### src/include/rgs_consts.svh
/*
  constants for the reference gear scaler: parameter reset values,
  parameter select codes, encoder resolutions and widths.
  assumes it is included by its bare name from design files.
*/
`ifndef RGS_CONSTS_SVH
`define RGS_CONSTS_SVH

`define RGS_NUM_RESET   16'h0004
`define RGS_DEN_RESET   16'h0001
`define RGS_PARAM_MIN   16'h0001
`define RGS_SEL_NUM     1'h0
`define RGS_SEL_DEN     1'h1
`define RGS_PULSES_13B  17'h00800
`define RGS_PULSES_16B  17'h04000
`define RGS_PULSES_17B  17'h08000
`define RGS_QUAD_SHIFT  2
`define RGS_DIV_STEPS   6'h30
`define RGS_ENC_13B     2'h0
`define RGS_ENC_16B     2'h1
`define RGS_ENC_17B     2'h2

`endif

### src/include/rgs_pkg.sv
/*
  types for the reference gear scaler.
  assumes rgs_consts.svh is available on the include path.
*/
package rgs_pkg;
  typedef logic [15:0] rgs_param_type;
  typedef logic [31:0] rgs_count_type;
  typedef enum logic [2:0] {
    RGS_IDLE = 3'h1,
    RGS_MULT = 3'h2,
    RGS_DIV  = 3'h4
  } rgs_state_type;
endpackage

### src/include/rgs_div_if.sv
/*
  interface between the gear scaler and its divider.
  assumes a single clock domain.
*/
`timescale 1ns/1ns
`default_nettype none
interface rgs_div_if;
  import rgs_pkg::*;
  logic          start;
  logic [47:0]   dividend;
  rgs_param_type divisor;
  logic          done;
  logic [47:0]   quotient;
  rgs_param_type remainder;
  modport master (output start, output dividend, output divisor,
                  input done, input quotient, input remainder);
  modport slave  (input start, input dividend, input divisor,
                  output done, output quotient, output remainder);
endinterface
`default_nettype wire

### src/verilog/rgs_scaler.sv
/*
  reference gear scaler: turns reference units into encoder counts
  by the ratio numerator/denominator, carrying the remainder.
  assumes the host writes parameters over the link port, keeps the
  ratio in range and in lowest terms, and that inputs are synchronous.
*/
`timescale 1ns/1ns
`default_nettype none
`include "rgs_consts.svh"

module rgs_scaler
  import rgs_pkg::*;
(
  input  wire logic        clk_i,
  input  wire logic        rstn_i,
  input  wire logic        param_wr_i,
  input  wire logic        param_sel_i,
  input  wire logic [15:0] param_wdata_i,
  output logic      [15:0] param_rdata_o,
  output logic             param_err_o,
  input  wire logic [1:0]  enc_type_i,
  input  wire logic        ref_valid_i,
  input  wire logic [15:0] ref_units_i,
  output logic             ref_ready_o,
  output logic             out_valid_o,
  output logic [31:0]      motor_counts_o,
  output logic [31:0]      position_o,
  output logic [17:0]      quad_pulses_o
);
  rgs_param_type gear_numerator_param;
  rgs_param_type gear_denominator_param;
  rgs_param_type residue;
  rgs_state_type state;
  logic [47:0]   product;
  logic          start_q;
  logic          err_q;
  rgs_div_if     div ();

  // encoder pulse count by type, before the x4 quadrature shift
  function automatic logic [16:0] rgs_pulses(input logic [1:0] t);
    logic [16:0] p;
    p = `RGS_PULSES_17B;
    unique case (t)
      `RGS_ENC_13B: p = `RGS_PULSES_13B;
      `RGS_ENC_16B: p = `RGS_PULSES_16B;
      default:      p = `RGS_PULSES_17B;
    endcase
    return p;
  endfunction

  // ==========================================================
  // gear parameters
  // zero is out of range: refused, value kept, error flagged
  always_ff @(posedge clk_i or negedge rstn_i) begin
    if (!rstn_i) begin
      gear_numerator_param   <= `RGS_NUM_RESET;
      gear_denominator_param <= `RGS_DEN_RESET;
      err_q                  <= 1'b0;
    end else if (param_wr_i) begin
      err_q <= (param_wdata_i < `RGS_PARAM_MIN);
      if (param_wdata_i >= `RGS_PARAM_MIN) begin
        if (param_sel_i == `RGS_SEL_NUM) begin
          gear_numerator_param <= param_wdata_i;
        end else begin
          gear_denominator_param <= param_wdata_i;
        end
      end
    end
  end

  assign param_err_o = err_q;

  // ==========================================================
  // parameter read-back, registered one cycle behind the select
  always_ff @(posedge clk_i or negedge rstn_i) begin
    if (!rstn_i) begin
      param_rdata_o <= `RGS_NUM_RESET;
    end else if (param_sel_i == `RGS_SEL_NUM) begin
      param_rdata_o <= gear_numerator_param;
    end else begin
      param_rdata_o <= gear_denominator_param;
    end
  end

  // quadrature pulse count, registered; 17-bit type needs 18 bits after x4
  always_ff @(posedge clk_i or negedge rstn_i) begin
    if (!rstn_i) begin
      quad_pulses_o <= {1'b0, `RGS_PULSES_13B} << `RGS_QUAD_SHIFT;
    end else begin
      quad_pulses_o <= {1'b0, rgs_pulses(enc_type_i)} << `RGS_QUAD_SHIFT;
    end
  end

  // ==========================================================
  // scaling sequence: multiply, divide with carried residue
  always_ff @(posedge clk_i or negedge rstn_i) begin
    if (!rstn_i) begin
      state          <= RGS_IDLE;
      product        <= 48'h0;
      start_q        <= 1'b0;
      residue        <= 16'h0;
      out_valid_o    <= 1'b0;
      motor_counts_o <= 32'h0;
      position_o     <= 32'h0;
    end else begin
      start_q     <= 1'b0;
      out_valid_o <= 1'b0;
      unique case (state)
        RGS_IDLE: begin
          if (ref_valid_i) begin
            // each unit is one reference pulse
            product <= {32'h0, ref_units_i} * {32'h0, gear_numerator_param} + {32'h0, residue};
            state   <= RGS_MULT;
          end
        end
        RGS_MULT: begin
          start_q <= 1'b1;
          state   <= RGS_DIV;
        end
        RGS_DIV: begin
          if (div.done) begin
            residue        <= div.remainder;
            motor_counts_o <= div.quotient[31:0];
            position_o     <= position_o + div.quotient[31:0];
            out_valid_o    <= 1'b1;
            state          <= RGS_IDLE;
          end
        end
      endcase
    end
  end

  assign ref_ready_o  = (state == RGS_IDLE);
  assign div.start    = start_q;
  assign div.dividend = product;
  assign div.divisor  = gear_denominator_param;

  rgs_divider u_div (
    .clk_i  (clk_i),
    .rstn_i (rstn_i),
    .div    (div)
  );
endmodule
`default_nettype wire

### src/verilog/rgs_divider.sv
/*
  restoring serial divider, one quotient bit per clock.
  assumes the divisor is non-zero and start is held off while busy.
*/
`timescale 1ns/1ns
`default_nettype none
`include "rgs_consts.svh"
module rgs_divider
  import rgs_pkg::*;
(
  input  wire logic   clk_i,
  input  wire logic   rstn_i,
  rgs_div_if.slave    div
);
  logic [47:0] quo;
  logic [16:0] rem;
  logic [5:0]  cnt;
  logic        busy;
  logic [16:0] trial;
  logic        done_q;

  // ==========================================================
  // shift-subtract step
  assign trial = {rem[15:0], quo[47]};

  always_ff @(posedge clk_i or negedge rstn_i) begin
    if (!rstn_i) begin
      quo    <= 48'h0;
      rem    <= 17'h0;
      cnt    <= 6'h0;
      busy   <= 1'b0;
      done_q <= 1'b0;
    end else begin
      done_q <= 1'b0;
      if (div.start && !busy) begin
        quo  <= div.dividend;
        rem  <= 17'h0;
        cnt  <= `RGS_DIV_STEPS;  // one step per dividend bit
        busy <= 1'b1;
      end else if (busy) begin
        if (trial >= {1'b0, div.divisor}) begin
          rem <= trial - {1'b0, div.divisor};
          quo <= {quo[46:0], 1'b1};
        end else begin
          rem <= trial;
          quo <= {quo[46:0], 1'b0};
        end
        cnt <= cnt - 6'h1;
        if (cnt == 6'h1) begin
          busy   <= 1'b0;
          done_q <= 1'b1;
        end
      end
    end
  end

  assign div.done      = done_q;
  assign div.quotient  = quo;
  assign div.remainder = rem[15:0];
endmodule
`default_nettype wire

### config.mk
export PLATFORM = sky130hd
export DESIGN_NAME = rgs_scaler
export DESIGN_NICKNAME = d
export VERILOG_FILES = /design/src/include/rgs_pkg.sv /design/src/include/rgs_div_if.sv /design/src/verilog/rgs_scaler.sv /design/src/verilog/rgs_divider.sv
export VERILOG_INCLUDE_DIRS = /design/src /design/src/include
export SDC_FILE = /design/constraint.sdc
export NUM_CORES = 1
export LEC_CHECK = 0
export CORE_MARGIN = 2
export CORE_UTILIZATION = 48
export DETAILED_ROUTE_END_ITERATION = 10
export DONT_BUFFER_PORTS = 1
export PLACE_DENSITY_LB_ADDON = 0.15
export SLEW_MARGIN = 5
export SYNTH_ARGS = -nofsm -noshare
export SYNTH_HDL_FRONTEND = slang
export SYNTH_HIERARCHICAL = 1
export SYNTH_SLANG_ARGS = --single-unit
### constraint.sdc
create_clock -name clk_i -period 7.1 [get_ports clk_i]
set_input_delay 1.42 -clock clk_i [delete_from_list [all_inputs] [get_ports clk_i]]
set_output_delay 1.42 -clock clk_i [all_outputs]
set_load 0.01 [all_outputs]
==> results.sh <==
export IMPL_netlist_area_sq_mm=0.02120
export IMPL_r2r_start="gear_numerator_param[1]$_DFFE_PN0P_"
export IMPL_numPortBuffers=0
export IMPL_path_cells="nand2_1 -> fa_1 -> fa_1 -> inv_1 -> fa_1 -> ha_1 -> fa_1 -> inv_1 -> fa_1 -> inv_1 -> ha_1 -> a2111o_1 -> o21ai_2 -> o21ai_1 -> a311oi_1 -> o21ai_0 -> a21oi_1 -> xor2_1 -> o21ai_0"
export IMPL_ant_nets=0
export IMPL_path_class="flip-flop to flip-flop"
export IMPL_wl_per_cell_um=17.45
export IMPL_die_w_um=214.1
export IMPL_min_path_type="flip-flop to flip-flop"
export IMPL_cap_violations=0
export IMPL_finalCritPeriodShare_pct=89.96
export IMPL_reg2regPathDepth=19
export IMPL_async_reset_ff_share_pct=100.0
export IMPL_drc=0
export IMPL_fin_nets=2646
export IMPL_hold_depth=2
export IMPL_n_antenna_cell=0
export IMPL_r2r_setup_slack_ps=710
export IMPL_final_setup_viol_count=0
export IMPL_rows=76
export IMPL_cts_max_path_buffers=3
export IMPL_tns_ps=0
export IMPL_dpl_cell_count=2791
export IMPL_synth_common_cells="nand2_1 (433), inv_1 (313), dfrtp_1 (237), fa_1 (213), ha_1 (159)"
export IMPL_cp_data_required_time_ps=7540
export IMPL_cpPeakStageDelay_ps=810
export IMPL_maxSlewViolCount=0
export IMPL_cts_setup_buffers=0
export IMPL_max_freq_mhz=156.6
export IMPL_wirelength_um=49570
export IMPL_yosysWarnings=6
export IMPL_r2r_end="div.dividend[23]$_DFFE_PN0P_"
export IMPL_start_util_pct=48.89
export IMPL_core_area_sq_mm=0.04336
export IMPL_fin_skew_ps=27.27
export IMPL_dpl_hpwl_um=38120
export IMPL_worstHoldStart="div.dividend[18]$_DFFE_PN0P_"
export IMPL_cts_resized=0
export IMPL_grt_antenna_before_repair=0
export IMPL_clock_sinks=242
export IMPL_synthTopCellsByArea="dfrtp_1 (28%), fa_1 (20%), ha_1 (9.4%)"
export IMPL_clock_latency_ps=570
export IMPL_viasPerCell=5.307
export IMPL_detailedRoute_firstIterationViolations=1024
export IMPL_synthMostInstantiatedCell="nand2_1"
export IMPL_cpMostUsedCell="fa_1"
export IMPL_die_h_um=214.1
export IMPL_cts_root_buffer="clkbuf_16"
export IMPL_cts_buffers=27
export IMPL_final_hold_violation_count=0
export IMPL_yosysTopAreaCell="dfrtp_1"
export IMPL_track_usage_pct=22.03
export IMPL_status="complete, no violations"
export IMPL_grt_pass1_wl_um=82970
export IMPL_synth_cell_types=68
export IMPL_fin_crit_ps=6387
export IMPL_grt_max_degree=243
export IMPL_syn_area_per_cell_sq_um=9.269
export IMPL_synth_edf_count=0
export IMPL_rsz0062_at_grt="false"
export IMPL_die_area_sq_mm=0.04586
export IMPL_holdPathEnd="div.dividend[18]$_DFFE_PN0P_"
export IMPL_synth_seq_cells=242
export IMPL_path_clk_slew_ps=60
export IMPL_timing_hold_ws_ps=471.0
export IMPL_cts_tree="yes"
export IMPL_fillCellCount=4097
export IMPL_firstDrtPassIters=5
export IMPL_gr_total_overflow=0
export IMPL_cp_start_kind="flip-flop"
export IMPL_hold_buffers=0
export IMPL_cp_end_kind="flip-flop"
export IMPL_tightest_slew_ps=1065
export IMPL_relSlewSlack_pct=28.75
export IMPL_synth_top_flop_cell="dfrtp_1"
export IMPL_place_gp_congestion=0.8758
export IMPL_yosysSeqAreaShare_pct=28.60
export IMPL_h_tree_depth=1
export IMPL_syn2layout_area_growth_pct=6.292
export IMPL_fin_cells=2841
export IMPL_syn_inst=2287
export IMPL_drive_gt1_share_pct=5.984
export IMPL_path_max_fanout=18
export IMPL_synth_top_cell_area_share_pct=27.98
export IMPL_ios=140
export IMPL_cp_slowest_cell="dfrtp_1"
export IMPL_crit_arrival_ps=6820
export IMPL_grt_pass1_vias=15470
export IMPL_vias=15080
-- worst max path at each step --
stage                                        startpoint                           end  slack [ps]
floorplan                                ref_units_i[7]  div.dividend[31]$_DFFE_PN0P_         150
global placement                        ref_units_i[11]  div.dividend[31]$_DFFE_PN0P_         180
detailed placement                       ref_units_i[6]  div.dividend[23]$_DFFE_PN0P_         140
CTS                 gear_numerator_param[1]$_DFFE_PN0P_  div.dividend[23]$_DFFE_PN0P_         710
global route        gear_numerator_param[1]$_DFFE_PN0P_  div.dividend[18]$_DFFE_PN0P_         270
finish              gear_numerator_param[1]$_DFFE_PN0P_  div.dividend[23]$_DFFE_PN0P_         710
-- routing by layer --
layer  global-route usage, %  wire [um]  up-vias
met3                   3.929       2938       66
li1                        -          -     7240
met1                   32.02      23690     7389
met5                       0          0        -
met4                   4.630       1033        0
met2                   34.63      21910      383
-- cell families after synthesis --
kind of cell    after synthesis  synth area share (%)
buf+inv                     438                 8.092
fa+ha+maj                   372                 29.50
xor+xnor                     70                 2.892
other cells                   1               0.01769
simple gates                689                 14.73
mux                         105                 5.253
compound gates              370                 10.91
flops                       242                 28.60
-- cell type report --
type	instances	area [sq um]	area share, %
multi-input cells	1636	13540	60.10
flip-flops and latches	242	6067	26.93
inverters	313	1175	5.214
clock buffers	39	790.8	3.510
well taps	585	732.0	3.249
clock inverters	11	112.6	0.4998
repair buffers	15	112.6	0.4998
-- flip-flops by register name, summed over array words and instances, names as in the netlist --
signal                cells
div.divisor              16
position_o               32
div.dividend             33
u_div/rem                16
u_div/busy                1
param_rdata_o            16
u_div/div.done            1
quad_pulses_o             3
out_valid_o               1
motor_counts_o           32
param_err_o               1
u_div/cnt                 6
u_div/div.quotient       48
div.start                 1
state                     3
gear_numerator_param     16
residue                  16
-- layout by cell type, fill, tap and decap left out, types with 34 or more instances in the layout --
cell,n
a21oi_1,62
xor2_1,36
fa_1,213
mux2i_1,55
dfrtp_1,235
a21o_1,39
mux2_2,50
xnor2_1,34
ha_1,159
and2_1,119
nor2_1,40
inv_1,312
o21ai_0,153
nand2_1,433
-- worst max-delay path: cells and delay by family (launching register included) --
kind	cells	cell delay [ps]
xor gates and xnor gates	1	190
DFF	1	810
buffers and inverters	3	150
adders and majority gates	7	3220
AOI/OAI and AO/OA	7	1700
and+or+nand+nor	1	190
-- through the flow --
stage	worst slack [ps]	cell area, sq um	util [%]
finish	712.7	22530	51.96
global route	272.9	22530	51.96
CTS	705.9	22530	51.96
detailed placement	139.8	21630	49.88
global placement	185.0	21630	49.88
floorplan	148.7	21310	-
Power is left out: the tool's default activity adds up to more than one toggle a clock period on the data nets, which glitch-free logic cannot reach.
